===== src/verilog/pll_ctl_params.svh =====
// constants for the pll divider and lock control block
`ifndef PLL_CTL_PARAMS_SVH
`define PLL_CTL_PARAMS_SVH
`define CLK_PERIOD_NS 10
`define T_LOGIC_RST_NS 20
`define LOGIC_RST_CYC ((`T_LOGIC_RST_NS + `CLK_PERIOD_NS - 1) / `CLK_PERIOD_NS)
`define T_LOOP_RST_MS 1
`define LOOP_RST_CYC ((`T_LOOP_RST_MS * 1000000) / `CLK_PERIOD_NS)
`define PHASE_WIN 4'h2
`define NUM_POST 5
`define ADR_CTRL 8'h00
`define ADR_M 8'h04
`define ADR_N 8'h08
`define ADR_V0 8'h0C
`define ADR_QUAL 8'h20
`define ADR_STATUS 8'h24
`define CTRL_MODE_BIT 0
`define CTRL_FBEXT_BIT 1
`define CTRL_FBSRC_LSB 2
`define PRE_MIN 32'h00000001
`define PRE_MAX 32'h00000028
`define POST_MIN 32'h00000002
`define POST_MAX 32'h00000050
`define QUAL_MIN 32'h00000010
`define QUAL_MAX 32'h00000100
`define RST_M 7'h01
`define RST_N 7'h01
`define RST_V 7'h02
`define RST_QUAL 9'h010
`define RST_FB_SRC 3'h0
`endif


===== src/verilog/pll_ctl_pkg.sv =====
// types for the pll divider and lock control block
package pll_ctl_pkg;
  typedef enum logic [1:0] {
    LK_UNLOCKED = 2'b00,
    LK_QUALIFY = 2'b01,
    LK_LOCKED = 2'b10
  } lock_state_t;
  typedef enum logic {
    MODE_PHASE = 1'b0,
    MODE_FREQ = 1'b1
  } lock_mode_t;
  typedef struct packed {
    lock_mode_t mode;
    logic fb_ext;
    logic [2:0] fb_src;
    logic [6:0] m;
    logic [6:0] n;
    logic [4:0][6:0] v;
    logic [8:0] qual;
  } cfg_t;
  typedef struct packed {
    logic ref_a;
    logic ref_b;
    logic fbk_a;
    logic fbk_b;
    logic vco;
    logic ref_sel;
    logic fbk_sel;
    logic loop_skip;
    logic logic_rst;
  } pins_t;
endpackage


===== src/verilog/pll_divider_lock_control.sv =====
// pll divider chain, input selection and lock detector with wishbone registers
// Notes on behaviour
// - the detector reacts only to rising edges, never to duty cycle
// - lock pin is low while locked and high otherwise
// - lock mode is phase agreement or frequency agreement, chosen by configuration
// - phase mode asserts lock as soon as the condition is seen
// - frequency mode asserts lock after a programmed 16 to 256 detector cycles
// - losing the condition drops lock at once in both modes
// - input prescaler divides the selected reference by 1 to 40
// - feedback prescaler divides the selected feedback by 1 to 40
// - five post dividers divide the vco by even ratios 2 to 80
// - locked output frequency is ref times n times v_fb over m times v_k
// - feedback may come from any post divider, including one driving an output
// - loop skip routes the input prescaler output straight into the post dividers
// - in loop skip each post divider ratio is halved, giving 1 to 40; the code divides a ratio of 2 by 2, so its range is 2 to 40
// - in loop skip the lock detector does not operate
// - select pins pick reference pair a or b and feedback pair a or b
// - short logic reset restarts digital state; a 1 ms pulse resets the loop
//
// Added by the designer: register access over Wishbone and the placing of the registers.
`timescale 1ns/1ns
`include "pll_ctl_params.svh"
module pll_divider_lock_control #(
  parameter int unsigned LOOP_RST_CYC = `LOOP_RST_CYC
) (
  input wire logic SYS_CLK,
  input wire logic SRST,
  input wire logic [7:0] WB_ADR_I,
  input wire logic [31:0] WB_DAT_I,
  input wire logic [3:0] WB_SEL_I,
  input wire logic WB_WE_I,
  input wire logic WB_CYC_I,
  input wire logic WB_STB_I,
  output logic [31:0] WB_DAT_O,
  output logic WB_ACK_O,
  input wire logic REFERENCE_PAIR_A,
  input wire logic REFERENCE_PAIR_B,
  input wire logic FEEDBACK_PAIR_A,
  input wire logic FEEDBACK_PAIR_B,
  input wire logic VCO_CLK,
  input wire logic REFERENCE_PAIR_SELECT,
  input wire logic FEEDBACK_PAIR_SELECT,
  input wire logic LOOP_SKIP,
  input wire logic LOGIC_RST,
  output logic [4:0] DIV_OUT,
  output logic LOCK_N,
  output logic LOOP_RESET
);
  import pll_ctl_pkg::*;
  localparam int NP = `NUM_POST;
  localparam cfg_t CFG_RST = '{mode: MODE_PHASE, fb_ext: 1'b0, fb_src: `RST_FB_SRC,
    m: `RST_M, n: `RST_N, v: {NP{`RST_V}}, qual: `RST_QUAL};

  if (LOOP_RST_CYC <= `LOGIC_RST_CYC) begin : g_bad_loop_rst
    $error("LOOP_RST_CYC must exceed the logic reset width");
  end

  function automatic logic [7:0] step_div(input logic [6:0] cnt, input logic [6:0] lim);
    if (cnt + 7'h01 >= lim) begin
      return {1'b1, 7'h00};
    end
    return {1'b0, cnt + 7'h01};
  endfunction

  function automatic logic [31:0] merge(input logic [31:0] old, input logic [31:0] wr,
                                        input logic [3:0] sel);
    logic [31:0] res;
    res = old;
    for (int b = 0; b < 4; b++) begin
      if (sel[b]) begin
        res[b*8 +: 8] = wr[b*8 +: 8];
      end
    end
    return res;
  endfunction

  function automatic logic in_range(input logic [31:0] w, input logic [31:0] lo,
                                    input logic [31:0] hi);
    return (w >= lo) && (w <= hi);
  endfunction

  function automatic logic [7:0] v_adr(input int k);
    return `ADR_V0 + 8'(4 * k);
  endfunction

  // pins from outside pass two flops; third stage only feeds edge detection
  pins_t pin_raw, s1_r, s1_nxt, s2_r, s2_nxt, s3_r, s3_nxt, rise;
  assign pin_raw = {REFERENCE_PAIR_A, REFERENCE_PAIR_B, FEEDBACK_PAIR_A, FEEDBACK_PAIR_B,
                    VCO_CLK, REFERENCE_PAIR_SELECT, FEEDBACK_PAIR_SELECT, LOOP_SKIP, LOGIC_RST};
  always_comb begin
    s1_nxt = SRST ? '0 : pin_raw;
    s2_nxt = SRST ? '0 : s1_r;
    s3_nxt = SRST ? '0 : s2_r;
  end
  always_ff @(posedge SYS_CLK) begin
    s1_r <= s1_nxt;
    s2_r <= s2_nxt;
    s3_r <= s3_nxt;
  end
  assign rise = pins_t'(s2_r & ~s3_r);

  logic ref_edge, ext_fb_edge, skip, lrst;
  assign ref_edge = s2_r.ref_sel ? rise.ref_b : rise.ref_a;
  assign ext_fb_edge = s2_r.fbk_sel ? rise.fbk_b : rise.fbk_a;
  assign skip = s2_r.loop_skip;
  assign lrst = s2_r.logic_rst;

  // logic reset width: short pulses below the minimum clear the dividers but do not load the stored settings
  logic [31:0] rlen_r, rlen_nxt;
  logic loop_rst_r, loop_rst_nxt, apply, clr;
  always_comb begin
    rlen_nxt = rlen_r;
    if (SRST || !lrst) begin
      rlen_nxt = 32'h00000000;
    end else if (rlen_r < LOOP_RST_CYC) begin
      rlen_nxt = rlen_r + 32'h00000001;
    end
    loop_rst_nxt = !SRST && lrst && (rlen_nxt >= LOOP_RST_CYC);
  end
  always_ff @(posedge SYS_CLK) begin
    rlen_r <= rlen_nxt;
    loop_rst_r <= loop_rst_nxt;
  end
  assign apply = !lrst && (rlen_r >= `LOGIC_RST_CYC);
  assign clr = SRST || lrst || apply;

  // stored configuration written by software, active copy used by the logic
  cfg_t cfg_r, cfg_nxt, act_r, act_nxt;
  logic ack_r, ack_nxt, wb_hit;
  logic [31:0] dat_r, dat_nxt, rd_word, wr_word;
  lock_state_t st_r, st_nxt;
  logic lock_ok_r, lock_ok_nxt, lock_n_r, lock_n_nxt;
  assign wb_hit = WB_CYC_I && WB_STB_I && !ack_r;

  always_comb begin
    rd_word = 32'h00000000;
    if (WB_ADR_I == `ADR_CTRL) begin
      rd_word[`CTRL_MODE_BIT] = cfg_r.mode;
      rd_word[`CTRL_FBEXT_BIT] = cfg_r.fb_ext;
      rd_word[`CTRL_FBSRC_LSB +: 3] = cfg_r.fb_src;
    end else if (WB_ADR_I == `ADR_M) begin
      rd_word[6:0] = cfg_r.m;
    end else if (WB_ADR_I == `ADR_N) begin
      rd_word[6:0] = cfg_r.n;
    end else if (WB_ADR_I == `ADR_QUAL) begin
      rd_word[8:0] = cfg_r.qual;
    end else if (WB_ADR_I == `ADR_STATUS) begin
      rd_word[6:0] = {cfg_r != act_r, loop_rst_r, skip, st_r, lock_ok_r, !lock_n_r};
    end
    for (int k = 0; k < NP; k++) begin
      if (WB_ADR_I == v_adr(k)) begin
        rd_word[6:0] = cfg_r.v[k];
      end
    end
  end
  assign wr_word = merge(rd_word, WB_DAT_I, WB_SEL_I);

  // out of range writes are dropped, so stored ratios are always legal
  always_comb begin
    cfg_nxt = cfg_r;
    if (SRST) begin
      cfg_nxt = CFG_RST;
    end else if (WB_CYC_I && WB_STB_I && ack_r && WB_WE_I) begin
      // a write lands on the edge at which the master samples ack high
      if (WB_ADR_I == `ADR_CTRL) begin
        cfg_nxt.mode = lock_mode_t'(wr_word[`CTRL_MODE_BIT]);
        cfg_nxt.fb_ext = wr_word[`CTRL_FBEXT_BIT];
        if (wr_word[`CTRL_FBSRC_LSB +: 3] < 3'(NP)) begin
          cfg_nxt.fb_src = wr_word[`CTRL_FBSRC_LSB +: 3];
        end
      end else if (WB_ADR_I == `ADR_M && in_range(wr_word, `PRE_MIN, `PRE_MAX)) begin
        cfg_nxt.m = wr_word[6:0];
      end else if (WB_ADR_I == `ADR_N && in_range(wr_word, `PRE_MIN, `PRE_MAX)) begin
        cfg_nxt.n = wr_word[6:0];
      end else if (WB_ADR_I == `ADR_QUAL && in_range(wr_word, `QUAL_MIN, `QUAL_MAX)) begin
        cfg_nxt.qual = wr_word[8:0];
      end
      for (int k = 0; k < NP; k++) begin
        if (WB_ADR_I == v_adr(k) && in_range(wr_word, `POST_MIN, `POST_MAX) && !wr_word[0]) begin
          cfg_nxt.v[k] = wr_word[6:0];
        end
      end
    end
    act_nxt = SRST ? CFG_RST : (apply ? cfg_r : act_r);
    ack_nxt = !SRST && wb_hit;
    dat_nxt = (wb_hit && !WB_WE_I) ? rd_word : dat_r;
    if (SRST) begin
      dat_nxt = 32'h00000000;
    end
  end
  always_ff @(posedge SYS_CLK) begin
    cfg_r <= cfg_nxt;
    act_r <= act_nxt;
    ack_r <= ack_nxt;
    dat_r <= dat_nxt;
  end

  // prescalers and post dividers, counting edges of the sampled clocks
  logic [6:0] m_cnt_r, m_cnt_nxt, n_cnt_r, n_cnt_nxt;
  logic [NP-1:0][6:0] pc_r, pc_nxt;
  logic [NP-1:0] div_r, div_nxt, post_rise;
  logic m_str, n_str, fb_edge;
  assign fb_edge = act_r.fb_ext ? ext_fb_edge : post_rise[act_r.fb_src];
  always_comb begin
    logic [7:0] st;
    logic [6:0] half;
    logic [7:0] acc;
    st = 8'h00;
    half = 7'h00;
    acc = 8'h00;
    m_cnt_nxt = m_cnt_r;
    n_cnt_nxt = n_cnt_r;
    m_str = 1'b0;
    n_str = 1'b0;
    if (ref_edge) begin
      st = step_div(m_cnt_r, act_r.m);
      m_str = st[7];
      m_cnt_nxt = st[6:0];
    end
    if (fb_edge && !skip) begin
      st = step_div(n_cnt_r, act_r.n);
      n_str = st[7];
      n_cnt_nxt = st[6:0];
    end
    pc_nxt = pc_r;
    div_nxt = div_r;
    post_rise = '0;
    for (int k = 0; k < NP; k++) begin
      half = act_r.v[k] >> 1;
      if (skip && m_str) begin
        // two half units per prescaler strobe halves the ratio; a ratio of 2 toggles each strobe and so divides by 2
        acc = {1'b0, pc_r[k]} + 8'h02;
        if (acc >= {1'b0, half}) begin
          acc = acc - {1'b0, half};
          div_nxt[k] = !div_r[k];
          if (acc >= {1'b0, half}) begin
            acc = 8'h00;
          end
        end
        pc_nxt[k] = acc[6:0];
      end else if (!skip && rise.vco) begin
        st = step_div(pc_r[k], half);
        pc_nxt[k] = st[6:0];
        div_nxt[k] = div_r[k] ^ st[7];
      end
      post_rise[k] = div_nxt[k] && !div_r[k];
    end
    if (clr) begin
      m_cnt_nxt = 7'h00;
      n_cnt_nxt = 7'h00;
      pc_nxt = '0;
      div_nxt = '0;
    end
  end
  always_ff @(posedge SYS_CLK) begin
    m_cnt_r <= m_cnt_nxt;
    n_cnt_r <= n_cnt_nxt;
    pc_r <= pc_nxt;
    div_r <= div_nxt;
  end

  // detector: phase needs a feedback strobe close to each reference strobe,
  // frequency needs exactly one feedback strobe per reference period
  logic [3:0] nage_r, nage_nxt;
  logic [1:0] ncnt_r, ncnt_nxt;
  logic [8:0] qual_r, qual_nxt;
  logic phase_ok, freq_ok;
  always_comb begin
    nage_nxt = n_str ? 4'h0 : ((nage_r == 4'hF) ? nage_r : nage_r + 4'h1);
    ncnt_nxt = ncnt_r;
    if (m_str) begin
      ncnt_nxt = 2'h0;
    end else if (n_str && ncnt_r != 2'h3) begin
      ncnt_nxt = ncnt_r + 2'h1;
    end
    phase_ok = n_str || (nage_r < `PHASE_WIN);
    freq_ok = (ncnt_r + 2'(n_str)) == 2'h1;
    lock_ok_nxt = lock_ok_r;
    if (clr || skip) begin
      lock_ok_nxt = 1'b0;
    end else if (m_str) begin
      lock_ok_nxt = (act_r.mode == MODE_FREQ) ? freq_ok : phase_ok;
    end
    st_nxt = st_r;
    qual_nxt = qual_r;
    if (clr || skip || !lock_ok_r) begin
      st_nxt = LK_UNLOCKED;
      qual_nxt = 9'h000;
    end else begin
      unique case (st_r)
        LK_UNLOCKED: begin
          if (act_r.mode == MODE_PHASE) begin
            st_nxt = LK_LOCKED;
          end else begin
            st_nxt = LK_QUALIFY;
            qual_nxt = 9'h000;
          end
        end
        LK_QUALIFY: begin
          if (m_str) begin
            qual_nxt = qual_r + 9'h001;
            if (qual_nxt >= act_r.qual) begin
              st_nxt = LK_LOCKED;
            end
          end
        end
        LK_LOCKED: begin
        end
        default: begin
          st_nxt = LK_UNLOCKED;
        end
      endcase
    end
    lock_n_nxt = (st_nxt != LK_LOCKED);
    if (clr) begin
      nage_nxt = 4'hF;
      ncnt_nxt = 2'h0;
    end
  end
  always_ff @(posedge SYS_CLK) begin
    nage_r <= nage_nxt;
    ncnt_r <= ncnt_nxt;
    lock_ok_r <= lock_ok_nxt;
    st_r <= st_nxt;
    qual_r <= qual_nxt;
    lock_n_r <= lock_n_nxt;
  end

  assign WB_DAT_O = dat_r;
  assign WB_ACK_O = ack_r;
  assign DIV_OUT = div_r;
  assign LOCK_N = lock_n_r;
  assign LOOP_RESET = loop_rst_r;
endmodule // pll_divider_lock_control


===== config.mk =====
export PLATFORM = sky130hd
export DESIGN_NAME = pll_divider_lock_control
export DESIGN_NICKNAME = d
export VERILOG_FILES = /design/src/verilog/pll_ctl_pkg.sv /design/src/verilog/pll_divider_lock_control.sv
export VERILOG_INCLUDE_DIRS = /design/src /design/src/verilog
export SDC_FILE = /design/constraint.sdc
export NUM_CORES = 1
export LEC_CHECK = 0
export BUFFER_PORTS_ARGS = -buffer_cell sky130_fd_sc_hd__buf_2
export CAP_MARGIN = 20
export CORE_ASPECT_RATIO = 0.6
export CORE_MARGIN = 3
export CORE_UTILIZATION = 38
export DETAILED_ROUTE_END_ITERATION = 16
export SYNTH_ARGS = -nofsm -noshare
export SYNTH_HDL_FRONTEND = slang
export SYNTH_SLANG_ARGS = --single-unit

===== constraint.sdc =====
create_clock -name SYS_CLK -period 6.1 [get_ports SYS_CLK]
set_clock_uncertainty 0.15 [all_clocks]
set_input_delay 0.305 -clock SYS_CLK [delete_from_list [all_inputs] [get_ports SYS_CLK]]
set_output_delay 0.305 -clock SYS_CLK [all_outputs]
set_load 0.05 [all_outputs]

==> flow_summary.yaml <==
status:
  outcome: "completed"
place:
  portBuffers: 74
  place_hpwl_um: 39800
  pre_cts_slack_ns: 1.33
  placed_cells: 2676
  place_area_um2: 17800
  gp_congestion: 1.00
synthesis:
  synthArstFlopShare: 0
  synth_edf_count: 0
  ys_warn_count: 0
  syn_inst: 2095
  ys_seq_area_frac: 0.313
  synth-seq-cells: 265
  avgSynthCellArea_um2: 8.10
  netlist_area_um2: 17000
  synth.distinct_cells: 79
  synth_ff_type: "dfxtp_1"
critical_path:
  path_cells: "ha_1 > and3_1 > xor2_1 > ha_1 > nand4_1 > nor2_1 > nor4_1 > or3b_2 > o2bb2ai_1 > a21oi_1 > o21a_1 > nor3_1 > ha_1 > xnor2_1 > nand3_1 > a21oi_1 > a21oi_1 > nor3_1 > o31a_1"
  crit_family: "simple AND/OR/NAND/NOR gates"
  max_stage_delay_ns: 0.58
  critPathArrivalTime_ns: 5.29
  critPathKind: "reg2reg"
  slowest_stage: "nor4_1"
  crit_fanout: 12
  critical_path_required_ns: 6.47
  path_buf_inv: 0
  cp-start-kind: "flop"
  endpoint_kind: "flop"
cts:
  cts_sinks: 265
  cts_buffer_depth: 3
  cts_tree: "yes"
  cts_buffers: 26
  clkLatencyLatePin_ns: 0.57
  path_clk_slew_ns: 0.06
  cts-root-buf: "clkbuf_16"
  htree_levels: 1
finish:
  multiInputGateArea_um2: 10900
  areaGrowthSynthToFinish_pct: 10.7
  layout_commonest_cell: "dfxtp_1"
  final_core_utilization: 0.430
  final_cell_mix: "dfxtp_1 (265), nand2_1 (239), nor2_1 (192)"
  fin_cells: 2736
  regArea_um2: 5310
  fill_cells: 4342
  design_area_um2: 18800
  nets: 2332
  drive_gt1_frac: 0.0825
  n_antenna_cell: 0
flow_run:
  maxCapViolCount: 0
timing:
  maxSlewViolCount: 0
  hold_viol_final: 0
  rsz0062_at_grt: "false"
  fin_setup_tns_ns: 0
  worstMarginPinSlew_ns: 1.07
  fmax_mhz: 203
  whs_ns: 0.101
  finalSetupViolCount: 0
  fin_crit_sh: 0.807
  layout_min_cycle_time_ns: 4.93
  setup_slack_ns: 1.17
  slew_headroom: 0.285
detailed_routing:
  dr.pass1.iters: 5
  post_drt_wl_per_cell_um: 19.0
  drtIter0Drc: 1755
  viasPerCell: 5.66
  drc_errors: 0
  ant_nets: 0
  vias: 15487
  drt_wl_total_um: 52100
global_routing:
  grt.busiest_layer: "met1"
  antenna_found_initial: 0
  gr-usage-met3: 0.0681
  grt_pass1_wl_um: 81200
  grtUsageTotal: 0.215
  globalRouteOverflowTotal: 0
  grt_use_met2: 0.288
  grtUsageMet1: 0.334
  grt_pass1_vias: 14090
  grt_max_degree: 89
power_and_ir_drop:
  power.density_nw_per_um2: 202
  leakagePower_nw: 7.49
  irDropWorstVdd_mv: 0.197
  p_total_mw: 3.80
min_path:
  hold_class: "in2reg"
floorplan:
  die-area_um2: 47300
  boundaryPins: 98
  core_um2: 43700
  die_y_um: 170
  start_util: 0.388
  dieWidth_um: 279
  rows: 59
## cells in the mapped netlist, types with 5 or more instances
| library cell | instances | share of area |
|---|---|---|
| a211oi_1 | 9 | 0.0040 |
| a21boi_0 | 14 | 0.0062 |
| a21o_1 | 21 | 0.0093 |
| a21oi_1 | 155 | 0.046 |
| a221oi_1 | 21 | 0.011 |
| a22o_1 | 6 | 0.0031 |
| a22oi_1 | 12 | 0.0053 |
| a31oi_1 | 12 | 0.0044 |
| a32oi_1 | 6 | 0.0031 |
| and2_1 | 25 | 0.0092 |
| and3_1 | 26 | 0.0096 |
| buf_1 | 7 | 0.0015 |
| buf_2 | 10 | 0.0030 |
| buf_4 | 25 | 0.011 |
| clkbuf_1 | 73 | 0.016 |
| dfxtp_1 | 265 | 0.31 |
| fa_1 | 5 | 0.0059 |
| ha_1 | 130 | 0.096 |
| inv_1 | 89 | 0.020 |
| mux2_2 | 5 | 0.0033 |
| mux2i_1 | 59 | 0.035 |
| nand2_1 | 239 | 0.053 |
| nand2b_1 | 16 | 0.0059 |
| nand3_1 | 66 | 0.019 |
| nand3b_1 | 11 | 0.0049 |
| nand4_1 | 25 | 0.0092 |
| nor2_1 | 193 | 0.043 |
| nor2b_1 | 46 | 0.017 |
| nor3_1 | 54 | 0.016 |
| nor3b_1 | 12 | 0.0053 |
| nor4_1 | 38 | 0.014 |
| nor4_4 | 5 | 0.0063 |
| o211ai_1 | 15 | 0.0066 |
| o21a_1 | 24 | 0.011 |
| o21ai_0 | 79 | 0.023 |
| o22ai_1 | 8 | 0.0030 |
| o2bb2ai_1 | 5 | 0.0026 |
| o31a_1 | 7 | 0.0036 |
| or2_2 | 10 | 0.0037 |
| or3_1 | 13 | 0.0048 |
| or3b_2 | 6 | 0.0031 |
| or4_1 | 8 | 0.0035 |
| xnor2_1 | 70 | 0.036 |
| xor2_1 | 92 | 0.048 |
## final timing paths
path	slack (ns)	to	start	depth (start not counted)
setup reg to reg	1.17	lock_ok_r	pc_r[29]	19
hold / removal	0.10	WB_DAT_O[4]	WB_WE_I	5
hold reg to reg	0.28	s2_r[6]	s1_r[6]	1
setup / recovery	1.17	lock_ok_r	pc_r[29]	19
## flip-flops by register name, summed over array words and instances, names as in the netlist, 4 cells and up
| register | cells |
|---|---|
| DIV_OUT | 5 |
| WB_DAT_O | 9 |
| act_r | 63 |
| cfg_r | 63 |
| m_cnt_r | 7 |
| n_cnt_r | 7 |
| nage_r | 4 |
| pc_r | 35 |
| qual_r | 9 |
| rlen_r | 32 |
| s1_r | 9 |
| s2_r | 7 |
| s3_r | 5 |
## final cells by class
class / count / area share
multi-input combinational: 1646 / 0.579
sequential: 265 / 0.282
tap: 579 / 0.0386
clock buffer: 33 / 0.0371
timing repair buffer: 110 / 0.0354
inverter: 90 / 0.0180
clock inverter: 13 / 0.00972
## logic make-up after synthesis
logic type,synth area share
AO/OA/AOI/OAI,0.168
buffers and inverters,0.0519
multiplexers,0.0395
adder cells (fa/ha/maj),0.102
AND/OR/NAND/NOR,0.242
XOR/XNOR,0.0836
other,0.000221
flip-flops,0.313
## repair_timing
item,in CTS,in global routing
resized for setup,0,0
hold buffers,11,0
hold endpoints to repair,10,0
setup buffers,0,0
## worst min-delay path: stages
cell and delay [ns]:
buf_2 0.10, nor3_1 0.05, buf_4 0.17, nand2_1 0.07
a21oi_1 0.05
## routing by layer
| layer | vias up | share of wire |
|---|---|---|
| met5 | - | 0 |
| met4 | 0 | 0.014 |
| met3 | 61 | 0.11 |
| met2 | 600 | 0.38 |
| met1 | 7368 | 0.50 |
| li1 | 7458 | - |
## report_power, final
group          internal (mW)  leakage, nW  switching (mW)  total (mW)
Clock                  0.945        0.415           0.750        1.70
Sequential              1.75         2.14          0.0244        1.78
Combinational          0.107         4.93           0.216       0.323
No activity file was read; power rests on OpenSTA's default activity.
